## src/shared/timer0_defs.svh

```systemverilog
// register indices, field positions, reset values and timing counts of the reload counter
`ifndef TIMER0_DEFS_SVH
`define TIMER0_DEFS_SVH

// register indices; byte address is four times the index
`define COUNTER_VALUE_IDX    10'h001
`define INT_ENABLE_IDX       10'h00B
`define INT_FLAGS_IDX        10'h00C
`define RELOAD_VALUE_IDX     10'h010
`define COUNTER_CONTROL_IDX  10'h011
`define MISC_FUNC_IDX        10'h19B

// counter_control fields
`define CTL_EXT_SRC_BIT      3'd7
`define CTL_PAUSE_BIT        3'd6
`define CTL_EDGE_BIT         3'd5
`define CTL_SRC_BIT          3'd4
`define CTL_PSC_MSB          2'd3

// overflow enable and flag share bit 4; counter clear is bit 5
`define OVF_BIT              3'd4
`define CLEAR_BIT            3'd5

// reset values
`define CTL_RESET            8'h00
`define BYTE_RESET           8'h00

// timing: timer mode divides pclk by 2, crystal path divides edges by 16
`define SYS_DIV              2
`define XTAL_DIV             16
`define XTAL_DIV_MAX         4'hF

`endif

```

## src/shared/timer0_pkg.sv

```systemverilog
// types shared by the reload counter modules
package timer0_pkg;

   // where the count ticks come from
   typedef enum logic [1:0] {
      src_half_sys,
      src_input_pin,
      src_crystal
   } count_source_t;

   typedef logic [7:0] byte_t;

endpackage

```

## src/verilog/sync_edge.sv

```systemverilog
// two-flop synchroniser with rising and falling edge pulses
`timescale 1ns/10ps
module sync_edge (
   input  wire logic pclk,
   input  wire logic presetn,
   input  wire logic async_in,
   output logic      level_out,
   output logic      rise_pulse,
   output logic      fall_pulse
);

   logic meta_reg;
   logic sync_reg;
   logic prev_reg;

   // meta_reg feeds only sync_reg; edges are taken after the second stage
   always_ff @(posedge pclk or negedge presetn) begin
      if (!presetn) begin
         meta_reg <= 1'b0;
         sync_reg <= 1'b0;
         prev_reg <= 1'b0;
      end else begin
         meta_reg <= async_in;
         sync_reg <= meta_reg;
         prev_reg <= sync_reg;
      end
   end

   // one pulse per edge, so one count at most per edge
   assign level_out  = sync_reg;
   assign rise_pulse = sync_reg & ~prev_reg;
   assign fall_pulse = ~sync_reg & prev_reg;

endmodule // sync_edge

```

## src/verilog/pow2_prescaler.sv

```systemverilog
// power-of-two prescaler, divide by 2**div_code for codes 0..15
`timescale 1ns/10ps
module pow2_prescaler (
   input  wire logic       pclk,
   input  wire logic       presetn,
   input  wire logic       clear,
   input  wire logic       tick_in,
   input  wire logic [3:0] div_code,
   output logic            tick_out
);

   logic [14:0] count_reg;
   logic [14:0] mask;

   // low div_code bits set; all ones on the last input tick of a period
   assign mask     = ~(15'h7FFF << div_code);
   assign tick_out = tick_in & ((count_reg & mask) == mask);

   // free running; a code change mid-period can shorten or lengthen that period
   always_ff @(posedge pclk or negedge presetn) begin
      if (!presetn) begin
         count_reg <= 15'h0000;
      end else if (clear) begin
         count_reg <= 15'h0000;
      end else if (tick_in) begin
         count_reg <= count_reg + 15'h0001;
      end
   end

endmodule // pow2_prescaler

```

## src/verilog/reload_counter.sv

```systemverilog
// 8-bit reload counter with prescaler, pause, clear, overflow flag and apb registers
`timescale 1ns/10ps
`include "timer0_defs.svh"

module reload_counter (
   input  wire logic        pclk,
   input  wire logic        presetn,
   input  wire logic [11:0] paddr,
   input  wire logic        psel,
   input  wire logic        penable,
   input  wire logic        pwrite,
   input  wire logic [31:0] pwdata,
   input  wire logic [3:0]  pstrb,
   output logic [31:0]      prdata,
   output logic             pready,
   output logic             pslverr,
   input  wire logic        count_input_pin,
   input  wire logic        slow_crystal_clock,
   output logic             irq
);
   import timer0_pkg::*;

   // software-visible state
   timer0_pkg::byte_t counter_value_reg;
   timer0_pkg::byte_t reload_value_reg;
   timer0_pkg::byte_t counter_control_reg;
   logic              overflow_enable_reg;
   logic              overflow_flag_reg;
   logic              counter_clear_reg;
   logic [31:0]       prdata_reg;
   logic [31:0]       prdata_next;

   // internal timing state
   logic              half_sys_reg;
   logic [3:0]        xtal_div_reg;
   logic              xtal_restart;

   // decode and bus strobes
   logic [9:0]        reg_idx;
   logic              addr_hit;
   logic              wr_access;
   logic              wr_ok;
   logic              wr_counter;
   logic              wr_enable;
   logic              wr_flags;
   logic              wr_reload;
   logic              wr_control;
   logic              wr_misc;
   timer0_pkg::byte_t rd_data;
   timer0_pkg::byte_t wr_byte;

   // counting path
   count_source_t     source;
   logic              pause_bit;
   logic              pin_rise;
   logic              pin_fall;
   logic              xtal_rise;
   logic              pin_edge;
   logic              xtal_tick;
   logic              raw_tick;
   logic              gated_tick;
   logic              count_tick;
   logic              overflow;

   // apb slave: zero wait states, error on unaligned or unmapped
   assign reg_idx = paddr[11:2];

   // registers are one byte wide and sit in byte lane 0
   assign wr_byte = pwdata[7:0];

   // only word-aligned addresses of the six registers answer
   always_comb begin
      addr_hit = 1'b0;
      if (paddr[1:0] == 2'b00) begin
         unique case (reg_idx)
            `COUNTER_VALUE_IDX,
            `INT_ENABLE_IDX,
            `INT_FLAGS_IDX,
            `RELOAD_VALUE_IDX,
            `COUNTER_CONTROL_IDX,
            `MISC_FUNC_IDX:       addr_hit = 1'b1;
            default:              addr_hit = 1'b0;
         endcase
      end
   end

   // every access completes in its first access cycle; no wait states
   assign pready    = 1'b1;
   assign pslverr   = psel & penable & ~addr_hit;
   assign prdata    = prdata_reg;

   // registers live in byte lane 0; a write without pstrb[0] stores nothing
   assign wr_access  = psel & penable & pwrite & addr_hit;
   assign wr_ok      = wr_access & pstrb[0];
   assign wr_counter = wr_ok & (reg_idx == `COUNTER_VALUE_IDX);
   assign wr_enable  = wr_ok & (reg_idx == `INT_ENABLE_IDX);
   assign wr_flags   = wr_ok & (reg_idx == `INT_FLAGS_IDX);
   assign wr_reload  = wr_ok & (reg_idx == `RELOAD_VALUE_IDX);
   assign wr_control = wr_ok & (reg_idx == `COUNTER_CONTROL_IDX);
   assign wr_misc    = wr_ok & (reg_idx == `MISC_FUNC_IDX);

   // read mux; unimplemented bits read as zero
   always_comb begin
      rd_data = `BYTE_RESET;
      unique case (reg_idx)
         `COUNTER_VALUE_IDX:   rd_data = counter_value_reg;
         `INT_ENABLE_IDX:      rd_data[`OVF_BIT] = overflow_enable_reg;
         `INT_FLAGS_IDX:       rd_data[`OVF_BIT] = overflow_flag_reg;
         `RELOAD_VALUE_IDX:    rd_data = reload_value_reg;
         `COUNTER_CONTROL_IDX: rd_data = counter_control_reg;
         `MISC_FUNC_IDX:       rd_data[`CLEAR_BIT] = counter_clear_reg;
         default:              rd_data = `BYTE_RESET;
      endcase
   end

   // read data is chosen in the setup cycle; a refused request of either
   // direction reads back zero even when its index decodes to a register
   always_comb begin
      prdata_next = prdata_reg;
      if (psel && !penable && (!pwrite || !addr_hit)) begin
         prdata_next = addr_hit ? {24'h000000, rd_data} : 32'h00000000;
      end
   end

   // captured at the end of the setup cycle so prdata comes from a flop
   always_ff @(posedge pclk or negedge presetn) begin
      if (!presetn) begin
         prdata_reg <= 32'h00000000;
      end else begin
         prdata_reg <= prdata_next;
      end
   end

   // configuration registers; all eight control bits are plain storage
   always_ff @(posedge pclk or negedge presetn) begin
      if (!presetn) begin
         counter_control_reg <= `CTL_RESET;
      end else if (wr_control) begin
         counter_control_reg <= wr_byte;
      end
   end

   // period source for the next reload
   always_ff @(posedge pclk or negedge presetn) begin
      if (!presetn) begin
         reload_value_reg <= `BYTE_RESET;
      end else if (wr_reload) begin
         reload_value_reg <= wr_byte;
      end
   end

   // only the overflow enable is implemented; other enable bits read zero
   always_ff @(posedge pclk or negedge presetn) begin
      if (!presetn) begin
         overflow_enable_reg <= 1'b0;
      end else if (wr_enable) begin
         overflow_enable_reg <= wr_byte[`OVF_BIT];
      end
   end

   // clear is a level: the counter stays at zero until software drops it
   always_ff @(posedge pclk or negedge presetn) begin
      if (!presetn) begin
         counter_clear_reg <= 1'b0;
      end else if (wr_misc) begin
         counter_clear_reg <= wr_byte[`CLEAR_BIT];
      end
   end

   // count source selection
   assign pause_bit = counter_control_reg[`CTL_PAUSE_BIT];

   // source and external selects pick one of three tick streams
   always_comb begin
      if (!counter_control_reg[`CTL_SRC_BIT]) begin
         source = src_half_sys;
      end else if (!counter_control_reg[`CTL_EXT_SRC_BIT]) begin
         source = src_input_pin;
      end else begin
         source = src_crystal;
      end
   end

   // pin is synchronised before any edge is looked at
   sync_edge pin_sync (
      .pclk       (pclk),
      .presetn    (presetn),
      .async_in   (count_input_pin),
      .level_out  (),
      .rise_pulse (pin_rise),
      .fall_pulse (pin_fall)
   );

   // the crystal is a slow level sampled by pclk, so it needs the same synchroniser
   sync_edge xtal_sync (
      .pclk       (pclk),
      .presetn    (presetn),
      .async_in   (slow_crystal_clock),
      .level_out  (),
      .rise_pulse (xtal_rise),
      .fall_pulse ()
   );

   // edge select chooses which pin transition counts
   assign pin_edge = counter_control_reg[`CTL_EDGE_BIT] ? pin_fall : pin_rise;

   // half system rate: a tick on every second pclk edge
   always_ff @(posedge pclk or negedge presetn) begin
      if (!presetn) begin
         half_sys_reg <= 1'b0;
      end else begin
         half_sys_reg <= ~half_sys_reg;
      end
   end

   // the divider restarts outside crystal mode and while cleared, so the first
   // crystal tick after selecting the source comes after a full sixteen edges
   assign xtal_restart = (source != src_crystal) | counter_clear_reg;

   // crystal divided by sixteen, counted on synchronised rising edges
   always_ff @(posedge pclk or negedge presetn) begin
      if (!presetn) begin
         xtal_div_reg <= 4'h0;
      end else if (xtal_restart) begin
         xtal_div_reg <= 4'h0;
      end else if (xtal_rise) begin
         xtal_div_reg <= xtal_div_reg + 4'h1;
      end
   end

   // the sixteenth rising edge of a period is the one that counts
   assign xtal_tick = xtal_rise & (xtal_div_reg == `XTAL_DIV_MAX);

   // one tick stream forward; the fourth source code is never produced
   always_comb begin
      unique case (source)
         src_half_sys:  raw_tick = half_sys_reg;
         src_input_pin: raw_tick = pin_edge;
         src_crystal:   raw_tick = xtal_tick;
         default:       raw_tick = 1'b0;
      endcase
   end

   // pause stops the prescaler too, so resuming picks up where it was;
   // software should hold the prescale code at zero in counter mode
   assign gated_tick = raw_tick & ~pause_bit & ~counter_clear_reg;

   pow2_prescaler prescale (
      .pclk     (pclk),
      .presetn  (presetn),
      .clear    (counter_clear_reg),
      .tick_in  (gated_tick),
      .div_code (counter_control_reg[`CTL_PSC_MSB:0]),
      .tick_out (count_tick)
   );

   // the counter; a tick that finds it at its top value is the overflow
   assign overflow = count_tick & (counter_value_reg == 8'hFF);

   // clear beats a software write, which beats counting
   always_ff @(posedge pclk or negedge presetn) begin
      if (!presetn) begin
         counter_value_reg <= `BYTE_RESET;
      end else if (counter_clear_reg) begin
         counter_value_reg <= `BYTE_RESET;
      end else if (wr_counter) begin
         counter_value_reg <= wr_byte;
      end else if (overflow) begin
         counter_value_reg <= reload_value_reg;
      end else if (count_tick) begin
         counter_value_reg <= counter_value_reg + 8'h01;
      end
   end

   // overflow flag and interrupt: an overflow in the same cycle as a clearing
   // write keeps the flag set, so no event is ever lost
   always_ff @(posedge pclk or negedge presetn) begin
      if (!presetn) begin
         overflow_flag_reg <= 1'b0;
      end else if (overflow) begin
         overflow_flag_reg <= 1'b1;
      end else if (wr_flags && !wr_byte[`OVF_BIT]) begin
         overflow_flag_reg <= 1'b0;
      end
   end

   // level request while the flag is set and enabled
   assign irq = overflow_flag_reg & overflow_enable_reg;

endmodule // reload_counter

```

## config.mk

```make
export PLATFORM = sky130hd
export DESIGN_NAME = reload_counter
export DESIGN_NICKNAME = d
export VERILOG_FILES = /design/src/shared/timer0_pkg.sv /design/src/verilog/sync_edge.sv /design/src/verilog/pow2_prescaler.sv /design/src/verilog/reload_counter.sv
export VERILOG_INCLUDE_DIRS = /design/src /design/src/shared
export SDC_FILE = /design/constraint.sdc
export NUM_CORES = 1
export LEC_CHECK = 0
export BUFFER_PORTS_ARGS = -buffer_cell sky130_fd_sc_hd__buf_2
export CORE_MARGIN = 1
export CORE_UTILIZATION = 45
export DETAILED_ROUTE_END_ITERATION = 10
export PLACE_DENSITY = 0.76
export SLEW_MARGIN = 20
export SYNTH_ARGS = -nofsm -noshare
export SYNTH_HDL_FRONTEND = slang
export SYNTH_HIERARCHICAL = 1
export SYNTH_SLANG_ARGS = --single-unit
```

## constraint.sdc

```tcl
create_clock -name pclk -period 4 [get_ports pclk]
set_input_delay 0.6 -clock pclk [delete_from_list [all_inputs] [get_ports pclk]]
set_output_delay 0.6 -clock pclk [all_outputs]
set_load 0.03 [all_outputs]
```

=== Yosys cells after proc, flatten, opt, wreduce, memory -nomap -nowiden ===
Cells that the tools add are included.

* Output and inout bits: 35
* Latch bits: 0
* Bits in writable memories: 0
* Bits in registers: 85
* Memories kept: 0
* Memory bits (read-only): 0
* Word-level logic and storage cells: 98

* Shift-type cells: 1
* Bitwise operators: 30
* Add/sub/neg operators: 3
* Equality and inequality tests: 12
* $lt $le $gt $ge: 0
* Reductions and logical operators: 15
* Muxes and demuxes: 21
* Multiply operators: 0
* Div/mod/pow operators: 0

{| class="wikitable"
|+ Operators by type and width
! operator !! number
|-
| two-way mux 8 bit || 5
|-
| two-way mux 15 bit || 2
|-
| bitwise AND 1 bit || 20
|-
| == test 10 x 4 -> 1 bit (second input constant) || 2
|-
| == test 10 x 5 -> 1 bit (second input constant) || 2
|-
| adder 15 x 1 -> 15 bit (second input constant) || 1
|-
| bitwise AND 15 bit || 1
|-
| == test 15 bit || 1
|-
| NOT 15 bit || 1
|-
| left shift 15 x 4 -> 15 bit (first input constant) || 1
|-
| one-hot mux 4 bit (3 select lines) || 1
|-
| == test 10 x 1 -> 1 bit (second input constant) || 1
|-
| == test 10 x 9 -> 1 bit (second input constant) || 1
|-
| adder 8 x 1 -> 8 bit (second input constant) || 1
|-
| == test 8 bit (second input constant) || 1
|-
| two-way mux 4 bit || 2
|-
| NOT 1 bit || 7
|-
| one-hot mux 2 bit (3 select lines) || 1
|-
| nonzero test 2 bit || 3
|-
| OR reduction 6 bit || 1
|-
| two-way mux 1 bit || 5
|-
| one-hot mux 1 bit (5 select lines) || 1
|-
| adder 4 x 1 -> 4 bit (second input constant) || 1
|-
| == test 4 bit (second input constant) || 1
|-
| other kinds (12) || 19
|}

=== Depth between registers and ports, before layout ===
Gate-level depths: netlist (run 1).

* Depth after elaboration: 11
* Gate-level depth with buffers: 16
* Depth with buffers taken out: 15

=== Modules after synthesis ===
The synthesis (run 1) kept the hierarchy.

{| class="wikitable"
|+ By module, submodules not included
! module !! cells each !! area an instance (µm²) !! sequential area each (µm²) !! times used
|-
| reload_counter || 255 || 2478.6 || 1001.0 || 1
|-
| pow2_prescaler || 96 || 853.3 || 375.4 || 1
|-
| sync_edge || 5 || 90.1 || 75.1 || 2
|}

=== Least setup slack after synthesis (run 1) ===
OpenSTA, ideal clock, no wires.

* Path type: register to register
* From: register xtal_sync.prev_reg
* To: register counter_value_reg[1]
* Data arrival time: 3.053 ns
* Period minus slack after synthesis: 3.118 ns
* Path buffers: 1
* Data required time: 3.935 ns
* Stages on the path, launching flop included: 15
* Path slack: 0.882 ns
* Setup time: 0.065 ns
* Cell sequence: dfrtp_1 -> nor2b_1 -> nand2_1 -> o21a_1 -> nor3_1 -> buf_2 -> o221ai_1 -> a21oi_1 -> o211ai_1 -> a221oi_1 -> nand4_1 -> nor2_1 -> mux2i_1 -> a2111oi_0 -> a31o_2

* Cells in the longest elaborated chain, start to end: 11

{| class="wikitable"
|+ Ends and longest elaborated chain
! element !! line !! text
|-
| start, declared || sync_edge.sv:14 || <nowiki>logic prev_reg;</nowiki>
|-
| start signal, assigned || sync_edge.sv:25 || <nowiki>prev_reg <= sync_reg;</nowiki>
|-
| NOT 1 bit (*) || sync_edge.sv:31 || <nowiki>assign rise_pulse = sync_reg & ~prev_reg;</nowiki>
|-
| bitwise AND 1 bit (*) || sync_edge.sv:31 ||
|-
| net xtal_rise || reload_counter.sv:57 || <nowiki>logic xtal_rise;</nowiki>
|-
| bitwise AND 1 bit (*) || reload_counter.sv:232 || <nowiki>assign xtal_tick = xtal_rise & (xtal_div_reg == `XTAL_DIV_MAX);</nowiki>
|-
| one-hot mux 1 bit (3 select lines) (*) || reload_counter.sv:236 || <nowiki>unique case (source)</nowiki>
|-
| bitwise AND 1 bit (*) (2 in a row) || reload_counter.sv:246 || <nowiki>assign gated_tick = raw_tick & ~pause_bit & ~counter_clear_reg;</nowiki>
|-
| net gated_tick || reload_counter.sv:61 || <nowiki>logic gated_tick;</nowiki>
|-
| bitwise AND 1 bit (*) || pow2_prescaler.sv:17 || <nowiki>assign tick_out = tick_in & ((count_reg & mask) == mask);</nowiki>
|-
| net count_tick || reload_counter.sv:62 || <nowiki>logic count_tick;</nowiki>
|-
| bitwise AND 1 bit || reload_counter.sv:258 || <nowiki>assign overflow = count_tick & (counter_value_reg == 8'hFF);</nowiki>
|-
| two-way mux 8 bit || reload_counter.sv:268 || <nowiki>end else if (overflow) begin</nowiki>
|-
| two-way mux 8 bit || reload_counter.sv:266 || <nowiki>end else if (wr_counter) begin</nowiki>
|-
| two-way mux 8 bit || reload_counter.sv:264 || <nowiki>end else if (counter_clear_reg) begin</nowiki>
|-
| end signal, assigned || reload_counter.sv:265 || <nowiki>counter_value_reg <= `BYTE_RESET;</nowiki>
|-
| end signal, assigned || reload_counter.sv:267 || <nowiki>counter_value_reg <= wr_byte;</nowiki>
|-
| end signal, assigned || reload_counter.sv:269 || <nowiki>counter_value_reg <= reload_value_reg;</nowiki>
|-
| end, declared || reload_counter.sv:24 || <nowiki>timer0_pkg::byte_t counter_value_reg;</nowiki>
|}

The timed path passes the listed nets; every way through them passes the cells marked *.
A chain may end at the register's enable or synchronous reset.

=== Final worst setup path (run 1) ===
Ends and elaborated chain as after synthesis.

==> impl_summary.log, run 1 <==
INFO  metric num_vias = 2746
INFO  metric synthCells = 360
INFO  metric insertion_delay = 0.34 ns
INFO  metric fin_crit = 3.35 ns
INFO  metric fin_skew = 0.0110 ns
INFO  metric rsz0062_at_grt = false
INFO  metric share_of_layout_cells_above_drive_strength_1 = 0.215
INFO  metric crit_fanout = 4
INFO  metric flow.area_growth_from_synthesis = 12.1%
INFO  metric finalWeightedCongestion = 0.874
INFO  metric die-area = 8140 sq um
INFO  metric timing.final.hold_violations = 0
INFO  metric irDropWorstVdd = 0.000191 V
INFO  metric grt_remaining_overflow = 0
INFO  metric clock_tree.htree_level_count = 3
INFO  metric post_cts.repair.setup_buffers = 0
INFO  metric largest_net_degree_at_the_start_of_global_routing = 32
INFO  metric vias_in_the_first_global_route = 2543
INFO  metric setup.reg_to_reg.worst_slack = 0.65 ns
INFO  metric die_width = 90.2 microns
INFO  metric finalCoreUtilization = 0.533
INFO  metric whs = 0.288 ns
INFO  metric drt.antenna.violating_nets = 0
INFO  metric power.leakage = 1.76 nW
INFO  metric iteration_count_of_the_initial_detailed_routing_pass = 4
INFO  metric power_per_cell_area = 338 nW/um^2
INFO  metric synth-warning-count = 6
INFO  metric cts_hold_buffers = 0
INFO  metric max_clock_freq = 0.298 GHz
INFO  metric worst_r2r_path_depth = 13
INFO  metric dp_cells = 488
INFO  metric initial_utilization = 0.475
INFO  metric antennaDiodeCount = 0
INFO  metric cp_data_arrival_time = 3.63 ns
INFO  metric timing.final.max_slew_violations = 0
INFO  metric final_nets = 458
INFO  metric hpwl = 5.19 mm
INFO  metric detail_route.drc_violations = 0
INFO  metric period_share = 0.838
INFO  metric timing_worst_setup_path_type = reg -> reg
INFO  metric wire_length_of_the_first_global_routing_pass = 12.4 mm
INFO  metric num_rows = 31
INFO  metric finish.cell_count_without_fillers = 504
INFO  metric cts_root_buf = sky130_fd_sc_hd__clkbuf_8
INFO  metric finalSetupViolCount = 0
INFO  metric startpoint_type = flop
INFO  metric largest_register_ff_count = 15
INFO  metric cp_required = 4.27 ns
INFO  metric worst_setup_path_end_kind = flop
INFO  metric grt_antenna_before_repair = 0
INFO  metric cts_tree = built
INFO  metric post_drt_via_cell_ratio = 5.45
INFO  metric io-pin-count = 90
INFO  metric max_slew.worst_pin.slew = 0.678 ns
INFO  metric clkSlewWorstSetupHoldPaths = 0.07 ns
INFO  metric timing.hold.worst.class = in -> async
INFO  metric ctsResizeCount = 0
INFO  metric placeableCoreArea = 7370 sq um
INFO  metric cts_sinks = 61
INFO  metric fp.dieH = 90.2 microns
INFO  metric postRouteWirelength = 7.09 mm
INFO  metric combined_global_route_utilization_of_all_metal_layers = 0.189
INFO  metric run_status = completed
INFO  metric syn-cell-area = 3500 sq um
INFO  metric maxCapViolCount = 0
INFO  metric drt_iter0_drc = 156
INFO  metric fin_tns_setup = 0 ns
INFO  metric clock_path_buffers = 2
INFO  metric max_slew_margin = 0.544
INFO  metric detail_route.wl_per_cell = 14.1 microns
INFO  metric syn_avg_cell_area = 9.73 sq um
INFO  metric io_buffers = 37
INFO  metric number_of_buffers_inserted_during_clock_tree_synthesis = 9
==> worst paths after layout <==
path | startpoint | end
worst max-delay path | xtal_sync/prev_reg | counter_value_reg[1]
worst min-delay path | presetn | pin_sync/meta_reg
worst max register to register | xtal_sync/prev_reg | counter_value_reg[1]
worst min register to register | xtal_sync/meta_reg | xtal_sync/level_out
max in group asynchronous | presetn | prescale/count_reg[7]
min in group pclk | xtal_sync/meta_reg | xtal_sync/level_out
==> through the flow <==
step	power, W	setup WS (ns)	area (sq um)
2_1_floorplan	0.000704	0.893	3590
3_3_place_gp	0.000721	0.713	3700
3_5_place_dp	0.000723	0.673	3700
4_1_cts	0.00134	0.612	3930
5_1_grt	0.00138	0.283	3930
6_report	0.00133	0.648	3930
==> critical path: stages, from the launching register on <==
cell	delay, ns
sky130_fd_sc_hd__dfrtp_1	0.36
sky130_fd_sc_hd__nor2b_1	0.29
sky130_fd_sc_hd__nand2_1	0.15
sky130_fd_sc_hd__o21a_1	0.21
sky130_fd_sc_hd__nor3_1	0.23
sky130_fd_sc_hd__o221ai_1	0.18
sky130_fd_sc_hd__a21oi_1	0.15
sky130_fd_sc_hd__o211ai_1	0.11
sky130_fd_sc_hd__a221oi_1	0.37
sky130_fd_sc_hd__nand4_1	0.24
sky130_fd_sc_hd__nor2_1	0.31
sky130_fd_sc_hd__mux2i_1	0.11
sky130_fd_sc_hd__a2111oi_0	0.40
sky130_fd_sc_hd__a31o_2	0.16
==> metal layers <==
layer	GRT usage	vias up	routed length [microns]
met2	0.287	96	3240
met1	0.254	1304	3230
li1	-	1333	-
met5	0	-	0
met3	0.0558	13	489
met4	0.0685	0	124
==> report_power, final <==
group	switching, W	total (W)	leakage [nW]	internal (W)
sequential	0.00000120	0.000621	0.829	0.000620
clock	0.000234	0.000617	0.116	0.000383
combinational	0.0000692	0.0000890	0.810	0.0000198
==> area by class of cell <==
class | count | area, sq um
fill | 690 | 3440
clock buffer | 12 | 155
inverter | 9 | 33.8
tap | 99 | 124
multi-input combinational | 277 | 1800
timing repair buffer | 42 | 223
clock inverter | 4 | 70.1
sequential | 61 | 1530
==> layout by cell type (no fill, tap or decap), drive strengths merged, types with 4 or more instances in the layout <==
master  count
dfrtp      61
buf        42
nor2       40
nand2      32
conb       25
mux2       19
a21oi      16
o21ai      14
nand4      13
mux2i      12
clkbuf     12
xor2       10
inv         9
nand3       9
nor3        9
xnor2       7
a22o        6
o211ai      4
nand2b      4
and3        4
No activity file was read; power rests on OpenSTA's default activity.
==> run 2, diff against run 1 <==
- PLACE_DENSITY: 0.76 -> 0.78
- clock period: 4 -> 2.9 ns (I/O delays scaled with it)
==> impl_summary.log, run 2 (synthesis gave the netlist of run 1 again) <==
INFO  metric irDropWorstVdd = 0.000210 V
INFO  metric finalSetupViolCount = 1
INFO  metric clock_tree.htree_level_count = 3
INFO  metric layout.cells.most_common = sky130_fd_sc_hd__dfrtp_1
INFO  metric period_share = 1.01
INFO  metric number_of_buffers_inserted_during_clock_tree_synthesis = 9
INFO  metric io_buffers = 37
INFO  metric largest_net_degree_at_the_start_of_global_routing = 37
INFO  metric critical_path_cell_count = 15
INFO  metric flow.area_growth_from_synthesis = 15.4%
INFO  metric vias_in_the_first_global_route = 2676
INFO  metric fin_skew = 0.00870 ns
INFO  metric fin_crit = 2.93 ns
INFO  metric io-pin-count = 90
INFO  metric power.leakage = 1.82 nW
INFO  metric initial_utilization = 0.475
INFO  metric critPathSlowestCell = sky130_fd_sc_hd__dfrtp_1
INFO  metric drt_iter0_drc = 228
INFO  metric startpoint_type = flop
INFO  metric whs = 0.173 ns
INFO  metric timing.final.max_slew_violations = 0
INFO  metric clkSlewWorstSetupHoldPaths = 0.07 ns
INFO  metric place_area = 3780 sq um
INFO  metric cts_root_buf = sky130_fd_sc_hd__clkbuf_8
INFO  metric most-common-layout-cells = sky130_fd_sc_hd__dfrtp_1 (61), sky130_fd_sc_hd__nor2_1 (39), sky130_fd_sc_hd__buf_2 (37)
INFO  metric crit_fanout = 3
INFO  metric endpoint = counter_value_reg[7]
INFO  metric end_of_the_worst_register_to_register_path = counter_value_reg[7]
INFO  metric timing.hold.worst.class = in -> async
INFO  metric die_width = 90.2 microns
INFO  metric largest_register_ff_count = 15
INFO  metric max_slew.worst_pin.slew = 0.771 ns
INFO  metric maxCapViolCount = 0
INFO  metric timing.critical_path.cells = and2b_2 -> mux2i_1 -> o21ai_1 -> o21ai_1 -> o21a_1 -> nor3_2 -> o221ai_1 -> a21oi_1 -> o211ai_1 -> a221oi_2 -> buf_4 -> buf_6 -> nand4_1 -> or3_1 -> a311oi_1
INFO  metric detail_route.wl_per_cell = 14.5 microns
INFO  metric insertion_delay = 0.34 ns
INFO  metric failed_checks = negative setup slack
INFO  metric postRouteWirelength = 7.51 mm
INFO  metric critical_path.n_buffers_inverters = 2
INFO  metric run_status = finished with violations
INFO  metric placeableCoreArea = 7370 sq um
INFO  metric timing_worst_setup_path_type = reg -> reg
INFO  metric final_nets = 471
INFO  metric antennaDiodeCount = 0
INFO  metric fp.dieH = 90.2 microns
INFO  metric grt_antenna_before_repair = 0
INFO  metric num_rows = 31
INFO  metric stdcell_area = 4040 sq um
INFO  metric num_vias = 2875
INFO  metric post_drt_via_cell_ratio = 5.56
INFO  metric finalWeightedCongestion = 0.875
INFO  metric hpwl = 5.35 mm
INFO  metric timing.final.hold_violations = 0
INFO  metric dominant_cell_type_by_count_on_the_critical_path = sky130_fd_sc_hd__o21ai_1
INFO  metric cp_required = 3.14 ns
INFO  metric cts_hold_buffers = 0
INFO  metric worst_r2r_path_depth = 15
INFO  metric drt.antenna.violating_nets = 0
INFO  metric critPathTopFamily = compound AO/OA/AOI/OAI gates
INFO  metric worst_setup_path_end_kind = flop
INFO  metric iteration_count_of_the_initial_detailed_routing_pass = 4
INFO  metric max_slew_margin = 0.486
INFO  metric post-route-worst-setup-slack = -0.0345 ns
INFO  metric rsz0062_at_grt = true
INFO  metric die-area = 8140 sq um
INFO  metric setup.reg_to_reg.worst_slack = -0.03 ns
INFO  metric cp_data_arrival_time = 3.17 ns
INFO  metric share_of_layout_cells_above_drive_strength_1 = 0.251
INFO  metric max_clock_freq = 0.341 GHz
INFO  metric detail_route.drc_violations = 0
INFO  metric critical_path.startpoint = pin_sync/level_out
INFO  metric clock_path_buffers = 2
INFO  metric cts_sinks = 61
INFO  metric wire_length_of_the_first_global_routing_pass = 12.6 mm
INFO  metric power_per_cell_area = 441 nW/um^2
INFO  metric fin_tns_setup = -0.0345 ns
INFO  metric cts_tree = built
INFO  metric grt_remaining_overflow = 0
INFO  metric combined_global_route_utilization_of_all_metal_layers = 0.194
INFO  metric critical_r2r_launch = pin_sync/level_out
INFO  metric critical_path.max_stage_delay = 0.38 ns
-- run 2: power by group --
group	internal, W	leakage (nW)	switching, W
clock network	0.000480	0.107	0.000321
registers	0.000855	0.829	0.00000166
logic	0.0000292	0.883	0.0000962
-- run 2: layout make-up --
type                       count  area [sq um]
fill                         654          3330
multi-input combinational    277          1830
sequential                    61          1530
timing repair buffer          55           324
clock buffer                  11           131
tap                           99           124
clock inverter                 5          75.1
inverter                       9          33.8
-- run 2: what timing repair did --
| item | 4_1_cts | 5_1_grt |
|---|---|---|
| gates resized for setup | 5 | 3 |
| buffers inserted | 2 | 3 |
| hold endpoints to repair | 0 | 0 |
| endpoints found under the setup margin | 6 | 8 |
| pin swaps | 6 | 7 |
-- run 2: how the worst min path moves through the flow --
stage | endpoint | cells after the start
floorplan | counter_clear_reg | 0
global placement | pin_sync/level_out | 0
detailed placement | xtal_sync/level_out | 0
CTS | pin_sync/meta_reg | 1
global route | xtal_sync/meta_reg | 1
finish | pin_sync/level_out | 1
-- run 2: through the flow --
stage	util	instances	setup WS (ns)	power, W
2_1_floorplan	-	383	0.0181	0.000971
4_1_cts	0.544	514	-0.0753	0.00180
6_report	0.548	517	-0.0345	0.00178
3_3_place_gp	0.512	496	-0.0817	0.000997
5_1_grt	0.548	517	-0.206	0.00186
3_5_place_dp	0.512	496	-0.224	0.000999
-- run 2: routing by layer --
metal / wire length, microns / up-vias / GRT usage
li1: - / 1355 / -
met1: 3350 / 1408 / 0.254
met2: 3590 / 98 / 0.312
met3: 437 / 14 / 0.0457
met4: 138 / 0 / 0.0739
met5: 0 / - / 0
